$ cat src/verilog/dmrm_pkg.sv
package dmrm_pkg;
  // Register numbers.
  localparam logic [5:0] DMRM_DEVICE_STATUS_INFO = 6'h00;
  localparam logic [5:0] DMRM_STROBE_TIMER_RUNTIME = 6'h17;
  localparam logic [5:0] DMRM_ROW_HAMMER_CONTROL = 6'h18;
  localparam logic [5:0] DMRM_PER_BANK_STATUS = 6'h19;
  localparam logic [5:0] DMRM_TEST_RESERVED_LOW = 6'h1e;
  localparam logic [5:0] DMRM_CALIB_PATTERN_FIRST = 6'h20;
  localparam logic [5:0] DMRM_TEST_RESERVED_HIGH = 6'h27;
  localparam logic [5:0] DMRM_CALIB_PATTERN_SECOND = 6'h28;
  localparam logic [5:0] DMRM_SINGLE_ENDED_SELECT = 6'h33;
  // Field positions.
  localparam int DMRM_REFRESH_MODE_BIT = 0;
  localparam int DMRM_SELFTEST_LSB = 3;
  localparam int DMRM_CA_TERM_BIT = 7;
  // Bits of the single-ended select register that are implemented.
  localparam logic [7:0] DMRM_SINGLE_ENDED_MASK = 8'h0e;
  // Self-test codes.
  localparam logic [1:0] DMRM_SELFTEST_INVALID = 2'h0;
  localparam logic [1:0] DMRM_SELFTEST_DEFAULT = 2'h1;
  localparam logic [1:0] DMRM_SELFTEST_OPEN = 2'h2;
  localparam logic [1:0] DMRM_SELFTEST_RESISTOR = 2'h3;
  // Reset values.
  localparam logic [7:0] DMRM_CALIB_FIRST_RESET = 8'h5a;
  localparam logic [7:0] DMRM_CALIB_SECOND_RESET = 8'h3c;
  localparam logic [7:0] DMRM_ZERO_RESET = 8'h00;
  // Latch time and derived cycle count at 10 MHz.
  localparam int DMRM_CLK_PERIOD_NS = 100;
  localparam int DMRM_LATCH_TIME_NS = 30;
  localparam int DMRM_LATCH_CYCLES = (DMRM_LATCH_TIME_NS + DMRM_CLK_PERIOD_NS - 1)
                                     / DMRM_CLK_PERIOD_NS;

  typedef struct packed {
    logic rd;
    logic wr;
    logic [5:0] addr;
    logic [7:0] data;
  } dmrm_cmd_s;

  typedef struct packed {
    logic valid;
    logic strobe;
    logic [7:0] data;
  } dmrm_rsp_s;

  typedef enum logic [1:0] {
    CAL_IDLE,
    CAL_STARTED,
    CAL_LATCHING,
    CAL_DONE
  } dmrm_cal_e;
endpackage : dmrm_pkg

$ cat src/verilog/dmrm_regmem.sv
`timescale 1ns/1ps
`default_nettype none
module dmrm_regmem #(
  parameter int DEPTH = 4
) (
  // Clock and reset.
  input wire logic i_ref_clk,
  input wire logic i_rst_b,
  // Write port.
  input wire logic i_we,
  input wire logic [1:0] i_waddr,
  input wire logic [7:0] i_wdata,
  // Read port.
  input wire logic [1:0] i_raddr,
  output logic [7:0] o_rdata
);
  logic [7:0] mem [DEPTH];

  always_ff @(posedge i_ref_clk) begin
    if (!i_rst_b) begin
      for (int i = 0; i < DEPTH; i++) begin
        mem[i] <= dmrm_pkg::DMRM_ZERO_RESET;
      end
      mem[1] <= dmrm_pkg::DMRM_CALIB_FIRST_RESET;
      mem[2] <= dmrm_pkg::DMRM_CALIB_SECOND_RESET;
    end else if (i_we) begin
      mem[i_waddr] <= i_wdata;
    end
  end

  always_ff @(posedge i_ref_clk) begin
    if (!i_rst_b) begin
      o_rdata <= dmrm_pkg::DMRM_ZERO_RESET;
    end else begin
      o_rdata <= mem[i_raddr];
    end
  end
endmodule : dmrm_regmem
`default_nettype wire

$ cat src/verilog/dmrm_mode_regs.sv
`timescale 1ns/1ps
`default_nettype none
module dmrm_mode_regs
  import dmrm_pkg::*;
#(
  parameter int LATCH_CYCLES = dmrm_pkg::DMRM_LATCH_CYCLES,
  parameter int BANKS = 8
) (
  // Clock and reset.
  input wire logic i_ref_clk,
  input wire logic i_rst_b,
  // Mode register commands.
  input wire dmrm_pkg::dmrm_cmd_s i_cmd,
  output dmrm_pkg::dmrm_rsp_s o_rsp,
  // Calibration commands and pin sense.
  input wire logic i_cal_start,
  input wire logic i_cal_latch,
  input wire logic [1:0] i_pin_sense,
  // Device state inputs.
  input wire logic i_refresh_modified_only,
  input wire logic i_ca_term_state,
  input wire logic [BANKS-1:0] i_bank_status,
  // Configuration outputs.
  output logic [7:0] o_strobe_timer_runtime,
  output logic [7:0] o_row_hammer_control,
  output logic [7:0] o_single_ended_select,
  output logic o_use_factory_trim,
  output logic o_cal_accepted
);
  import dmrm_pkg::*;

  dmrm_cal_e cal_state;
  logic [7:0] latch_cnt;
  logic [1:0] selftest;
  logic pend_rd;
  logic pend_strobe;
  logic [7:0] pend_data;
  logic pend_from_mem;
  logic [7:0] mem_rdata;
  logic mem_we;
  logic [1:0] mem_waddr;
  logic [1:0] mem_raddr;
  logic fault;
  logic start_ok;
  logic latch_ok;

  function automatic logic is_test_addr(input logic [5:0] a);
    return (a == DMRM_TEST_RESERVED_LOW) || (a == DMRM_TEST_RESERVED_HIGH);
  endfunction : is_test_addr

  function automatic logic [1:0] mem_slot(input logic [5:0] a);
    case (a)
      DMRM_STROBE_TIMER_RUNTIME: mem_slot = 2'h0;
      DMRM_CALIB_PATTERN_FIRST: mem_slot = 2'h1;
      DMRM_CALIB_PATTERN_SECOND: mem_slot = 2'h2;
      default: mem_slot = 2'h3;
    endcase
  endfunction : mem_slot

  assign fault = (selftest == DMRM_SELFTEST_DEFAULT) || (selftest == DMRM_SELFTEST_OPEN);
  // Acceptance mirrors the sequencer, so a stray latch with no start is not reported.
  assign start_ok = i_cal_start && !fault && ((cal_state == CAL_IDLE) || (cal_state == CAL_DONE));
  assign latch_ok = i_cal_latch && (cal_state == CAL_STARTED);
  assign mem_waddr = mem_slot(i_cmd.addr);
  assign mem_raddr = mem_slot(i_cmd.addr);
  // Only the strobe timer and the two calibration pattern words live in the memory; test addresses never reach it.
  assign mem_we = i_cmd.wr && !is_test_addr(i_cmd.addr) && (mem_waddr != 2'h3);

  dmrm_regmem #(
    .DEPTH(4)
  ) u_mem (
    .i_ref_clk(i_ref_clk),
    .i_rst_b(i_rst_b),
    .i_we(mem_we),
    .i_waddr(mem_waddr),
    .i_wdata(i_cmd.data),
    .i_raddr(mem_raddr),
    .o_rdata(mem_rdata)
  );

  // Calibration sequencing; a reset drops the result back to invalid.
  always_ff @(posedge i_ref_clk) begin
    if (!i_rst_b) begin
      cal_state <= CAL_IDLE;
      latch_cnt <= 8'h00;
      selftest <= DMRM_SELFTEST_INVALID;
    end else begin
      case (cal_state)
        CAL_IDLE: begin
          if (i_cal_start && !fault) begin
            cal_state <= CAL_STARTED;
          end
        end
        CAL_STARTED: begin
          if (i_cal_latch) begin
            cal_state <= CAL_LATCHING;
            latch_cnt <= 8'(LATCH_CYCLES);
          end
        end
        CAL_LATCHING: begin
          if (latch_cnt <= 8'h01) begin
            cal_state <= CAL_DONE;
            selftest <= i_pin_sense;
          end else begin
            latch_cnt <= latch_cnt - 8'h01;
          end
        end
        CAL_DONE: begin
          if (i_cal_start && !fault) begin
            cal_state <= CAL_STARTED;
          end
        end
        default: cal_state <= CAL_IDLE;
      endcase
    end
  end

  // A suspected assembly fault locks the drivers to trim values.
  always_ff @(posedge i_ref_clk) begin
    if (!i_rst_b) begin
      o_use_factory_trim <= 1'b0;
      o_cal_accepted <= 1'b0;
    end else begin
      o_use_factory_trim <= fault;
      o_cal_accepted <= start_ok || latch_ok;
    end
  end

  // Writable registers; read-only and test numbers fall through untouched.
  always_ff @(posedge i_ref_clk) begin
    if (!i_rst_b) begin
      o_strobe_timer_runtime <= DMRM_ZERO_RESET;
      o_row_hammer_control <= DMRM_ZERO_RESET;
      o_single_ended_select <= DMRM_ZERO_RESET;
    end else if (i_cmd.wr) begin
      case (i_cmd.addr)
        DMRM_STROBE_TIMER_RUNTIME: o_strobe_timer_runtime <= i_cmd.data;
        DMRM_ROW_HAMMER_CONTROL: o_row_hammer_control <= i_cmd.data;
        DMRM_SINGLE_ENDED_SELECT: begin
          o_single_ended_select <= i_cmd.data & DMRM_SINGLE_ENDED_MASK;
        end
        default: o_row_hammer_control <= o_row_hammer_control;
      endcase
    end
  end

  // Read stage one: decode and capture immediate data.
  always_ff @(posedge i_ref_clk) begin
    if (!i_rst_b) begin
      pend_rd <= 1'b0;
      pend_strobe <= 1'b0;
      pend_from_mem <= 1'b0;
      pend_data <= DMRM_ZERO_RESET;
    end else begin
      pend_rd <= i_cmd.rd && !is_test_addr(i_cmd.addr);
      pend_strobe <= i_cmd.rd && !is_test_addr(i_cmd.addr);
      pend_from_mem <= 1'b0;
      pend_data <= DMRM_ZERO_RESET;
      if (i_cmd.rd) begin
        case (i_cmd.addr)
          DMRM_DEVICE_STATUS_INFO: begin
            pend_data <= DMRM_ZERO_RESET;
            pend_data[DMRM_REFRESH_MODE_BIT] <= i_refresh_modified_only;
            pend_data[DMRM_SELFTEST_LSB +: 2] <= selftest;
            pend_data[DMRM_CA_TERM_BIT] <= i_ca_term_state;
          end
          DMRM_ROW_HAMMER_CONTROL: pend_data <= o_row_hammer_control;
          DMRM_PER_BANK_STATUS: pend_data <= 8'(i_bank_status);
          DMRM_SINGLE_ENDED_SELECT: pend_data <= o_single_ended_select;
          DMRM_STROBE_TIMER_RUNTIME, DMRM_CALIB_PATTERN_FIRST,
          DMRM_CALIB_PATTERN_SECOND: pend_from_mem <= 1'b1;
          default: pend_data <= DMRM_ZERO_RESET;
        endcase
      end
    end
  end

  // Read stage two: registered answer.
  always_ff @(posedge i_ref_clk) begin
    if (!i_rst_b) begin
      o_rsp <= '0;
    end else begin
      o_rsp.valid <= pend_rd;
      o_rsp.strobe <= pend_strobe;
      o_rsp.data <= pend_from_mem ? mem_rdata : pend_data;
    end
  end
endmodule : dmrm_mode_regs
`default_nettype wire

$ cat config.mk
export PLATFORM = sky130hd
export DESIGN_NAME = dmrm_mode_regs
export DESIGN_NICKNAME = d
export VERILOG_FILES = /design/src/verilog/dmrm_pkg.sv /design/src/verilog/dmrm_regmem.sv /design/src/verilog/dmrm_mode_regs.sv
export SDC_FILE = /design/constraint.sdc
export NUM_CORES = 1
export LEC_CHECK = 0
export BUFFER_PORTS_ARGS = -buffer_cell sky130_fd_sc_hd__buf_2
export CAP_MARGIN = 20
export CORE_MARGIN = 4
export CORE_UTILIZATION = 51
export DETAILED_ROUTE_END_ITERATION = 10
export GPL_TIMING_DRIVEN = 0
export PLACE_DENSITY = 0.75
export SKIP_LAST_GASP = 1
export SYNTH_ARGS = -nofsm -noshare
export SYNTH_HDL_FRONTEND = slang
export SYNTH_SLANG_ARGS = --single-unit
$ cat constraint.sdc
create_clock -name i_ref_clk -period 2.43 [get_ports i_ref_clk]
set_input_delay 0.3645 -clock i_ref_clk [delete_from_list [all_inputs] [get_ports i_ref_clk]]
set_output_delay 0.3645 -clock i_ref_clk [all_outputs]
set_load 0.05 [all_outputs]
After elaboration in Yosys (flattened, before gate mapping)
Memory sizes are Yosys's and may differ from the RTL's. A register that Yosys moved wholly into a read port is not among the register bits.
Index checks and enable logic that the tools add are counted.
{"block": "classes", "n_mux": 20, "n_bitwise": 2, "n_reduce_logical": 26, "n_lt_le_gt_ge": 1, "n_addsub": 1, "eq_ne": 18}
{"cell": "$mux W8", "n": 6}
{"cell": "$pmux W8 S4", "n": 1}
{"cell": "$eq A6 B5 Y1 const B", "n": 4}
{"cell": "$eq A6 B6 Y1 const B", "n": 4}
{"cell": "$pmux W8 S2", "n": 1}
{"cell": "$pmux W2 S3", "n": 2}
{"cell": "$reduce_and A2 Y1", "n": 5}
{"cell": "$le A8 B1 Y1 const B", "n": 1}
{"cell": "$mux W2", "n": 4}
{"cell": "$ne A2 B2 Y1 const B", "n": 4}
{"cell": "$reduce_or A8 Y1", "n": 1}
{"cell": "$sub A8 B1 Y8 const B", "n": 1}
{"cell": "$eq A2 B2 Y1 const B", "n": 3}
{"cell": "$logic_and A1 B1 Y1", "n": 6}
{"cell": "$logic_not A6 Y1", "n": 1}
{"cell": "$mux W1", "n": 6}
{"cell": "$reduce_and A3 Y1", "n": 2}
{"cell": "$eq A2 B1 Y1 const B", "n": 2}
{"cell": "$logic_or A1 B1 Y1", "n": 4}
{"cell": "$logic_not A1 Y1", "n": 3}
{"cell": "$reduce_or A3 Y1", "n": 1}
{"cell": "$logic_not A2 Y1", "n": 1}
{"cell": "$ne A2 B1 Y1 const B", "n": 1}
{"cell": "$or A1 B1 Y1", "n": 2}
{"cell": "other kinds (2)", "n": 2}
{"block": "word_totals", "mem_count": 1, "input_bits": 32, "output_inout_bits": 36, "wordCells": 82, "reg_bits": 52, "mem_bits_rw": 32}
{"memory": "u_mem.mem", "depth": 4, "word_bits": 8, "rd": 1, "rd_ports_with_merged_regs": 1, "write_ports": 4, "line": "dmrm_regmem.sv:17", "rtl": "logic [7:0] mem [DEPTH];"}

Depth between registers and ports, before layout
Gate-level depths: netlist (run 1).
{"block": "logic_depth", "depth_word": 10, "depth_mapped": 7, "ltp_nobuf": 6}

By module
Synthesis (run 1) repeated with hierarchy kept, for this count alone.
{"block": "unflattened", "hier_cells": 371, "hier_area_um2": 4063.9}
{"module": "dmrm_mode_regs", "instances": 1, "cells_per_inst": 259, "seq_area_each_um2": 1041.0, "area_each_um2": 2409.8}
{"module": "dmrm_regmem", "instances": 1, "cells_per_inst": 112, "seq_area_each_um2": 1121.1, "area_each_um2": 1654.1}

Worst setup path before layout (run 1)
No wires, ideal clock.
{"block": "synth_timing", "path_type": "input to register", "start": "input port i_cmd[9] (netlist name)", "end": "memory u_mem.mem[2][0] (enable)", "cell_stages": 5, "arrival_ns": 1.927, "t_required_ns": 2.096, "n_path_buf": 2, "path_slack_ns": 0.169, "setup_time_ns": 0.334, "path_cell_list": "clkbuf_1 or4b_1 buf_2 nor4_4 nand2b_1"}
{"item": "start: declaration", "line": "dmrm_mode_regs.sv:13", "rtl": "input wire dmrm_pkg::dmrm_cmd_s i_cmd,"}
{"item": "end: declaration", "line": "dmrm_regmem.sv:17"}

==> impl_metrics.csv, run 1 <==
group,metric,value,unit
global_routing,antenna_found_initial,0,
power_and_ir_drop,powerDensity,792,mW/mm^2
yosys,synth.distinct_cells,52,
place,portBuffers,59,
setup_path,startpoint_type,"input pin",
yosys,synth-seq-cells,92,
clock_tree,clk_pin_slew_worst_paths,0.09,ns
sta,min_period,2.13,ns
yosys,synth-async-reset-ratio,0,%
setup_path,arrival,2.14,ns
sta,worst_slew_pin_slew,0.891,ns
drt,wl_met1,3890,microns
yosys,synthMuxAreaShare,4.93,%
floorplanning,die_w,95.0,microns
final_layout,multi_input_area,0.00161,sq mm
yosys,synth-compound-area-share,12.2,%
setup_path,worstPathRequired,2.44,ns
drt,post_drt_wl_per_cell,15.6,microns
min_path,hold_depth,3,
floorplanning,ios,68,
drt,routed.top_layer,"met4",
clock_tree,cts_sinks,92,
floorplanning,row_count,31,
sta,fin_crit_sh,87.5,%
drt,wl_met2,3960,microns
drt,vias_per_cell,5.38,
clock_tree,cts_tree,"built",
sta,setup_slack,0.304,ns
yosys,synth_flop_cell,"dfxtp_1",
drt,first_pass_iters,4,
setup_path,critPathKind,"input pin to register",
clock_tree,clkLatencyLatePin,0.35,ns
final_layout,syn_to_final_growth,17.3,%
global_routing,grt_pass1_wl,14000,microns
yosys,yosys.area.top_type_share,31.1,%
yosys,synthAdderAreaFrac,1.30,%
yosys,synth_area_leaders,"dfxtp_1, edfxtp_1, mux2i_1, a21oi_1, a22oi_1",
global_routing,grt_util_all_layers,20.2,%
drt,initialDrtViolationCount,148,
global_routing,grt_max_degree,18,
run,max_cap_violations,0,
clock_tree,clock_path_buffers,2,
floorplanning,start_util,53.0,%
drt,num_vias,2966,
clock_tree,h-tree-depth,3,
sta,finalClockSkew,0.0119,ns
place,place_congestion,0.865,
final_layout,nNetsFinal,483,
yosys,ys_seq_area_share,56.0,%
min_path,hold_class,"input pin to register",
yosys,synth_top_family_by_area,"simple AND/OR/NAND/NOR gates",
sta,rsz0062_at_grt,"false",
setup_path,end_kind,"register",
final_layout,regArea,0.00216,sq mm
clock_tree,cts-root-buf,"clkbuf_8",
drt,wl_met3,596,microns
power_and_ir_drop,ir_worst_vdd,0.397,mV
global_routing,grt.overflow.total,0,
yosys,ys_warn_count,0,
floorplanning,die_y,95.0,microns
final_layout,antenna_cells,0,
sta,final-max-slew-violation-count,0,
drt,drt_wl_total,8590,microns
final_layout,drive_gt1_share,20.8,%
yosys,syn_inst,364,
place,preCtsSetupSlack,-0.249,ns
power_and_ir_drop,leakagePower,1.82,nW
yosys,synth_top_cell_by_area,"dfxtp_1",
setup_path,worst_r2r_path_depth,6,
yosys,synth_xor_xnor_area_share,0.454,%
clock_tree,hold_buffers,0,
final_layout,final_area,0.00453,sq mm
final_layout,final_common_cell,"buf_2",
drt,drc_errors,0,
place,hpwlAfterDp,6490,microns
sta,final-hold-violation-count,0,
setup_path,critPathMaxFanout,9,
status,outcome,"finished clean",
yosys,synth_simple_gate_area_share,21.5,%
floorplanning,core,0.00729,sq mm
clock_tree,cts_inserted_buffers,9,
sta,relSlewSlack,40.6,%
clock_tree,post_cts_resized,0,
floorplanning,die_area,0.00903,sq mm
final_layout,layout_common_cells,"buf_2, dfxtp_1, edfxtp_1",
final_layout,nFillCells,638,
yosys,synth_edf_count,32,
place,placed_cell_area,0.00433,sq mm
sta,setup_viol,0,
clock_tree,post_cts_buffers,0,
sta,clock.fmax,470,MHz
yosys,syn-cell-area,0.00386,sq mm
global_routing,grt_pass1_vias,2847,
yosys,synth.avg_cell_area,10.6,sq um
drt,drtAntennaViolNets,0,
## cell families after synthesis
group                      after synthesis
muxes                                   19
AOI/OAI and AO/OA                       71
xor gates and xnor gates                 2
DFF                                     92
adders and majority gates                4
buffers and inverters                   30
and+or+nand+nor                        145
other                                    1
## synth_stat cells (all sizes together) (3+ instances only)
cell	count
buf	7
nand2b	12
dfxtp	60
nor4	4
o21ai	9
and3	8
or4	4
nor3	3
a21oi	26
clkbuf	14
ha	4
o221ai	7
nand2	30
and2	19
or3	8
inv	8
nand3	13
nor2	30
a22oi	17
edfxtp	32
mux2i	19
## where the power goes
group / switching (W) / internal (W)
logic: 0.000435 / 0.000319
clock network: 0.000516 / 0.000495
registers: 0.0000903 / 0.00173
## state kept, by name, summed over array words and instances (netlist names), 2 cells and up
| name | count |
|---|---|
| latch_cnt | 8 |
| u_mem.o_rdata | 8 |
| pend_data | 8 |
| o_strobe_timer_runtime | 8 |
| o_row_hammer_control | 8 |
| selftest | 2 |
| o_single_ended_select | 3 |
| o_rsp | 9 |
| u_mem.mem | 32 |
| cal_state | 2 |
## worst max-delay path, cell delays in order
cell	delay, ns
clkbuf_1	0.19
or4b_1	0.54
buf_2	0.20
nor4_4	0.45
nand2b_1	0.39
## metal layers
| layer | vias up | GRT usage [%] |
|---|---|---|
| met5 | - | 0 |
| met4 | 0 | 6.97 |
| met3 | 15 | 4.10 |
| met2 | 100 | 31.5 |
| met1 | 1375 | 28.2 |
| li1 | 1476 | - |
## through the flow
step | hold WS (ns) | power [W] | utilization, % | TNS [ns] | std cells
after CTS | 0.248 | 0.00361 | 62.0 | 0 | 550
after global placement | 0.420 | 0.00258 | 59.3 | -1.96 | 534
after floorplan | 0.412 | 0.00242 | - | 0 | 376
after detailed placement | 0.423 | 0.00261 | 59.3 | -2.55 | 534
final | 0.258 | 0.00359 | 62.1 | 0 | 551
after global routing | 0.253 | 0.00380 | 62.1 | 0 | 551
## path summary, 6_finish.rpt
check	end	from	slack [ns]
setup / recovery	u_mem.mem[2][5]	i_cmd[9]	0.30
hold / removal	selftest[1]	i_pin_sense[1]	0.26
setup reg to reg	latch_cnt[5]	cal_state[1]	0.36
hold reg to reg	o_rsp[8]	pend_strobe	0.44
## layout make-up
| cell class | count | share of cell area [%] |
|---|---|---|
| buffer | 21 | 2.27 |
| clock buffer | 14 | 4.06 |
| clock inverter | 2 | 0.331 |
| inverter | 9 | 0.746 |
| multi-input combinational | 254 | 35.5 |
| sequential | 92 | 47.7 |
| tap | 99 | 2.73 |
| timing repair buffer | 60 | 6.63 |
(Power assumes the default switching activity.)
==> run 2: changes to the inputs <==
--- a/config.mk
+++ b/config.mk
@@ -5,14 +5,16 @@
 export SDC_FILE = /design/constraint.sdc
 export NUM_CORES = 1
 export LEC_CHECK = 0
+export ABC_AREA = 0
 export BUFFER_PORTS_ARGS = -buffer_cell sky130_fd_sc_hd__buf_2
 export CAP_MARGIN = 20
 export CORE_MARGIN = 4
 export CORE_UTILIZATION = 51
 export DETAILED_ROUTE_END_ITERATION = 10
 export GPL_TIMING_DRIVEN = 0
-export PLACE_DENSITY = 0.75
+export PLACE_DENSITY = 0.74
 export SKIP_LAST_GASP = 1
 export SYNTH_ARGS = -nofsm -noshare
 export SYNTH_HDL_FRONTEND = slang
+export SYNTH_HIERARCHICAL = 1
 export SYNTH_SLANG_ARGS = --single-unit
==> impl_metrics.csv, run 2 <==
group,metric,value,unit
status,outcome,"finished clean",
global_routing,grt_util_met3,3.30,%
global_routing,grt_max_degree,18,
yosys,synth.avg_cell_area,11.0,sq um
global_routing,grt.overflow.total,0,
clock_tree,hold_buffers,0,
floorplanning,core,0.00773,sq mm
setup_path,crit_path_max_incr_delay,0.43,ns
setup_path,critPathSlowestCell,"or3_1",
final_layout,regMostFlops,"u_mem/mem",
clock_tree,clkLatencyLatePin,0.35,ns
setup_path,crit_top_cell,"nor2_1",
setup_path,arrival,2.11,ns
yosys,synth_common_cells,"dfxtp_1, mux2i_1, edfxtp_1",
sta,worst_slew_pin_slew,0.693,ns
sta,final-max-slew-violation-count,0,
global_routing,grt_use_met2,33.6,%
global_routing,grt_util_all_layers,19.2,%
floorplanning,ios,68,
floorplanning,die_area,0.00946,sq mm
place,preCtsSetupSlack,-0.0659,ns
sta,finalClockSkew,0.0102,ns
power_and_ir_drop,leakagePower,1.91,nW
yosys,synth.distinct_cells,55,
clock_tree,cts_inserted_buffers,9,
place,place_congestion,0.941,
sta,min_period,2.11,ns
drt,initialDrtViolationCount,146,
clock_tree,clk_pin_slew_worst_paths,0.09,ns
floorplanning,die_w,97.3,microns
global_routing,grt_pass1_wl,14600,microns
drt,post_drt_wl_per_cell,16.1,microns
setup_path,worstPathRequired,2.44,ns
yosys,syn_inst,371,
sta,final-hold-violation-count,0,
drt,num_vias,2969,
drt,vias_per_cell,5.38,
run,max_cap_violations,0,
setup_path,critPathKind,"input pin to register",
clock_tree,cts_sinks,92,
min_path,hold_class,"input pin to register",
clock_tree,cts-root-buf,"clkbuf_8",
place,hpwlAfterDp,6700,microns
final_layout,final_common_cell,"buf_2",
yosys,syn-cell-area,0.00406,sq mm
clock_tree,clock_path_buffers,2,
global_routing,grt-busiest-layer,"met2",
yosys,synth_edf_count,32,
floorplanning,die_y,97.3,microns
drt,drc_errors,0,
final_layout,nNetsFinal,481,
yosys,synth-async-reset-ratio,0,%
sta,relSlewSlack,53.5,%
sta,setup_viol,0,
setup_path,end_kind,"register",
yosys,synth_area_leaders,"dfxtp_1, edfxtp_1, mux2i_1, and2_1, nor2b_1",
final_layout,layout_common_cells,"buf_2, dfxtp_1, mux2i_1",
yosys,ys_warn_count,6,
global_routing,antenna_found_initial,0,
clock_tree,post_cts_buffers,0,
final_layout,syn_to_final_growth,15.9,%
place,portBuffers,59,
power_and_ir_drop,ir_worst_vdd,0.384,mV
final_layout,drive_gt1_share,22.2,%
drt,drt_wl_total,8880,microns
global_routing,grt_use_met1,23.3,%
final_layout,reg_top3,"u_mem/mem (32), o_rsp (9)",
setup_path,critPathMaxFanout,10,
clock_tree,cts_tree,"built",
sta,fin_crit_sh,86.7,%
global_routing,grt_pass1_vias,2983,
drt,drtAntennaViolNets,0,
final_layout,antenna_cells,0,
setup_path,crit_chain,"buf_2, or3_1, nor2_1, nor2_1, nor2_1, and4b_1, buf_4, nand2b_1",
setup_path,startpoint_type,"input pin",
yosys,yosys.area.top_type_share,29.6,%
sta,fin_hold_ws,0.273,ns
sta,setup_slack,0.324,ns
yosys,synth_flop_cell,"dfxtp_1",
drt,first_pass_iters,4,
yosys,ys_seq_area_share,53.2,%
sta,rsz0062_at_grt,"false",
yosys,synth_top_cell_by_area,"dfxtp_1",
clock_tree,h-tree-depth,3,
floorplanning,start_util,52.6,%
sta,clock.fmax,475,MHz
clock_tree,post_cts_resized,0,
yosys,synthMostInstantiatedCell,"dfxtp_1",
floorplanning,row_count,32,
power_and_ir_drop,powerDensity,797,mW/mm^2
yosys,synth-seq-cells,92,
final_layout,largest_reg_flops,32,
-- run 2: cell types whose count changed in the layout (fill, tap and decap cells not counted), moves of 6 or more --
cell,previous run,this run
clkbuf_1,16,6
o221ai_1,7,0
and2_1,19,25
nor2b_1,1,19
a22oi_1,17,5
and3_1,8,0
conb_1,13,5
a21oi_1,26,9
o22ai_1,1,9
mux2i_1,19,39
nor2_1,30,12
a21boi_0,1,8
-- run 2: layout make-up --
| cell class | count | area [sq um] |
|---|---|---|
| inverter | 7 | 26.3 |
| clock inverter | 7 | 82.6 |
| timing repair buffer | 59 | 295 |
| tap | 102 | 128 |
| sequential | 92 | 2160 |
| fill | 675 | 3020 |
| clock buffer | 9 | 124 |
| multi-input combinational | 254 | 1760 |
| buffer | 22 | 133 |
-- run 2: per-stage QoR --
stage / TNS [ns] / cell area, sq um / cells / power, W / util [%]
2_1_floorplan: 0 / 4080 / 375 / 0.00253 / -
3_3_place_gp: -0.0440 / 4500 / 536 / 0.00269 / 58.3
3_5_place_dp: -1.06 / 4500 / 536 / 0.00274 / 58.3
4_1_cts: 0 / 4710 / 552 / 0.00378 / 60.9
5_1_grt: 0 / 4710 / 552 / 0.00399 / 60.9
6_report: 0 / 4710 / 552 / 0.00375 / 60.9
-- run 2: worst paths after layout --
kind                  startpoint               to  slack (ns)  cells after the start
setup reg to reg    cal_state[0]     latch_cnt[1]        0.46                      6
hold / removal    i_pin_sense[1]      selftest[1]        0.27                      3
setup / recovery        i_cmd[9]  u_mem/mem[2][3]        0.32                      8
hold reg to reg      pend_strobe         o_rsp[8]        0.46                      1
-- run 2: cells by family (layout without fill, tap and decap cells) --
group | Yosys count | after routing | synth area share (%)
compound gates | 59 | 59 | 10.1
xor+xnor | 1 | 1 | 0.216
fa+ha+maj | 4 | 4 | 1.23
buf+inv | 29 | 104 | 3.91
flops | 92 | 92 | 53.2
mux | 40 | 40 | 9.88
other cells | 1 | 5 | 0.0923
simple gates | 145 | 145 | 21.3
-- run 2: layer usage --
layer  part of all wire (%)  vias to the layer above  wire, microns
met5                      0                        -              0
met3                    4.6                       12            411
met4                    1.6                        0            145
met1                     42                     1413           3740
met2                     52                       74           4590
li1                       -                     1470              -
-- run 2: worst max-delay path, delay by kind of cell --
kind,cells,cell delay [ns]
and+or+nand+nor,6,1.43
buffers and inverters,2,0.32
-- run 2: report_power, final --
part / total, W / switching [W] / internal, W
registers: 0.00183 / 0.000105 / 0.00173
clock network: 0.00104 / 0.000551 / 0.000494
logic: 0.000878 / 0.000501 / 0.000377
total: 0.00375 / 0.00116 / 0.00260
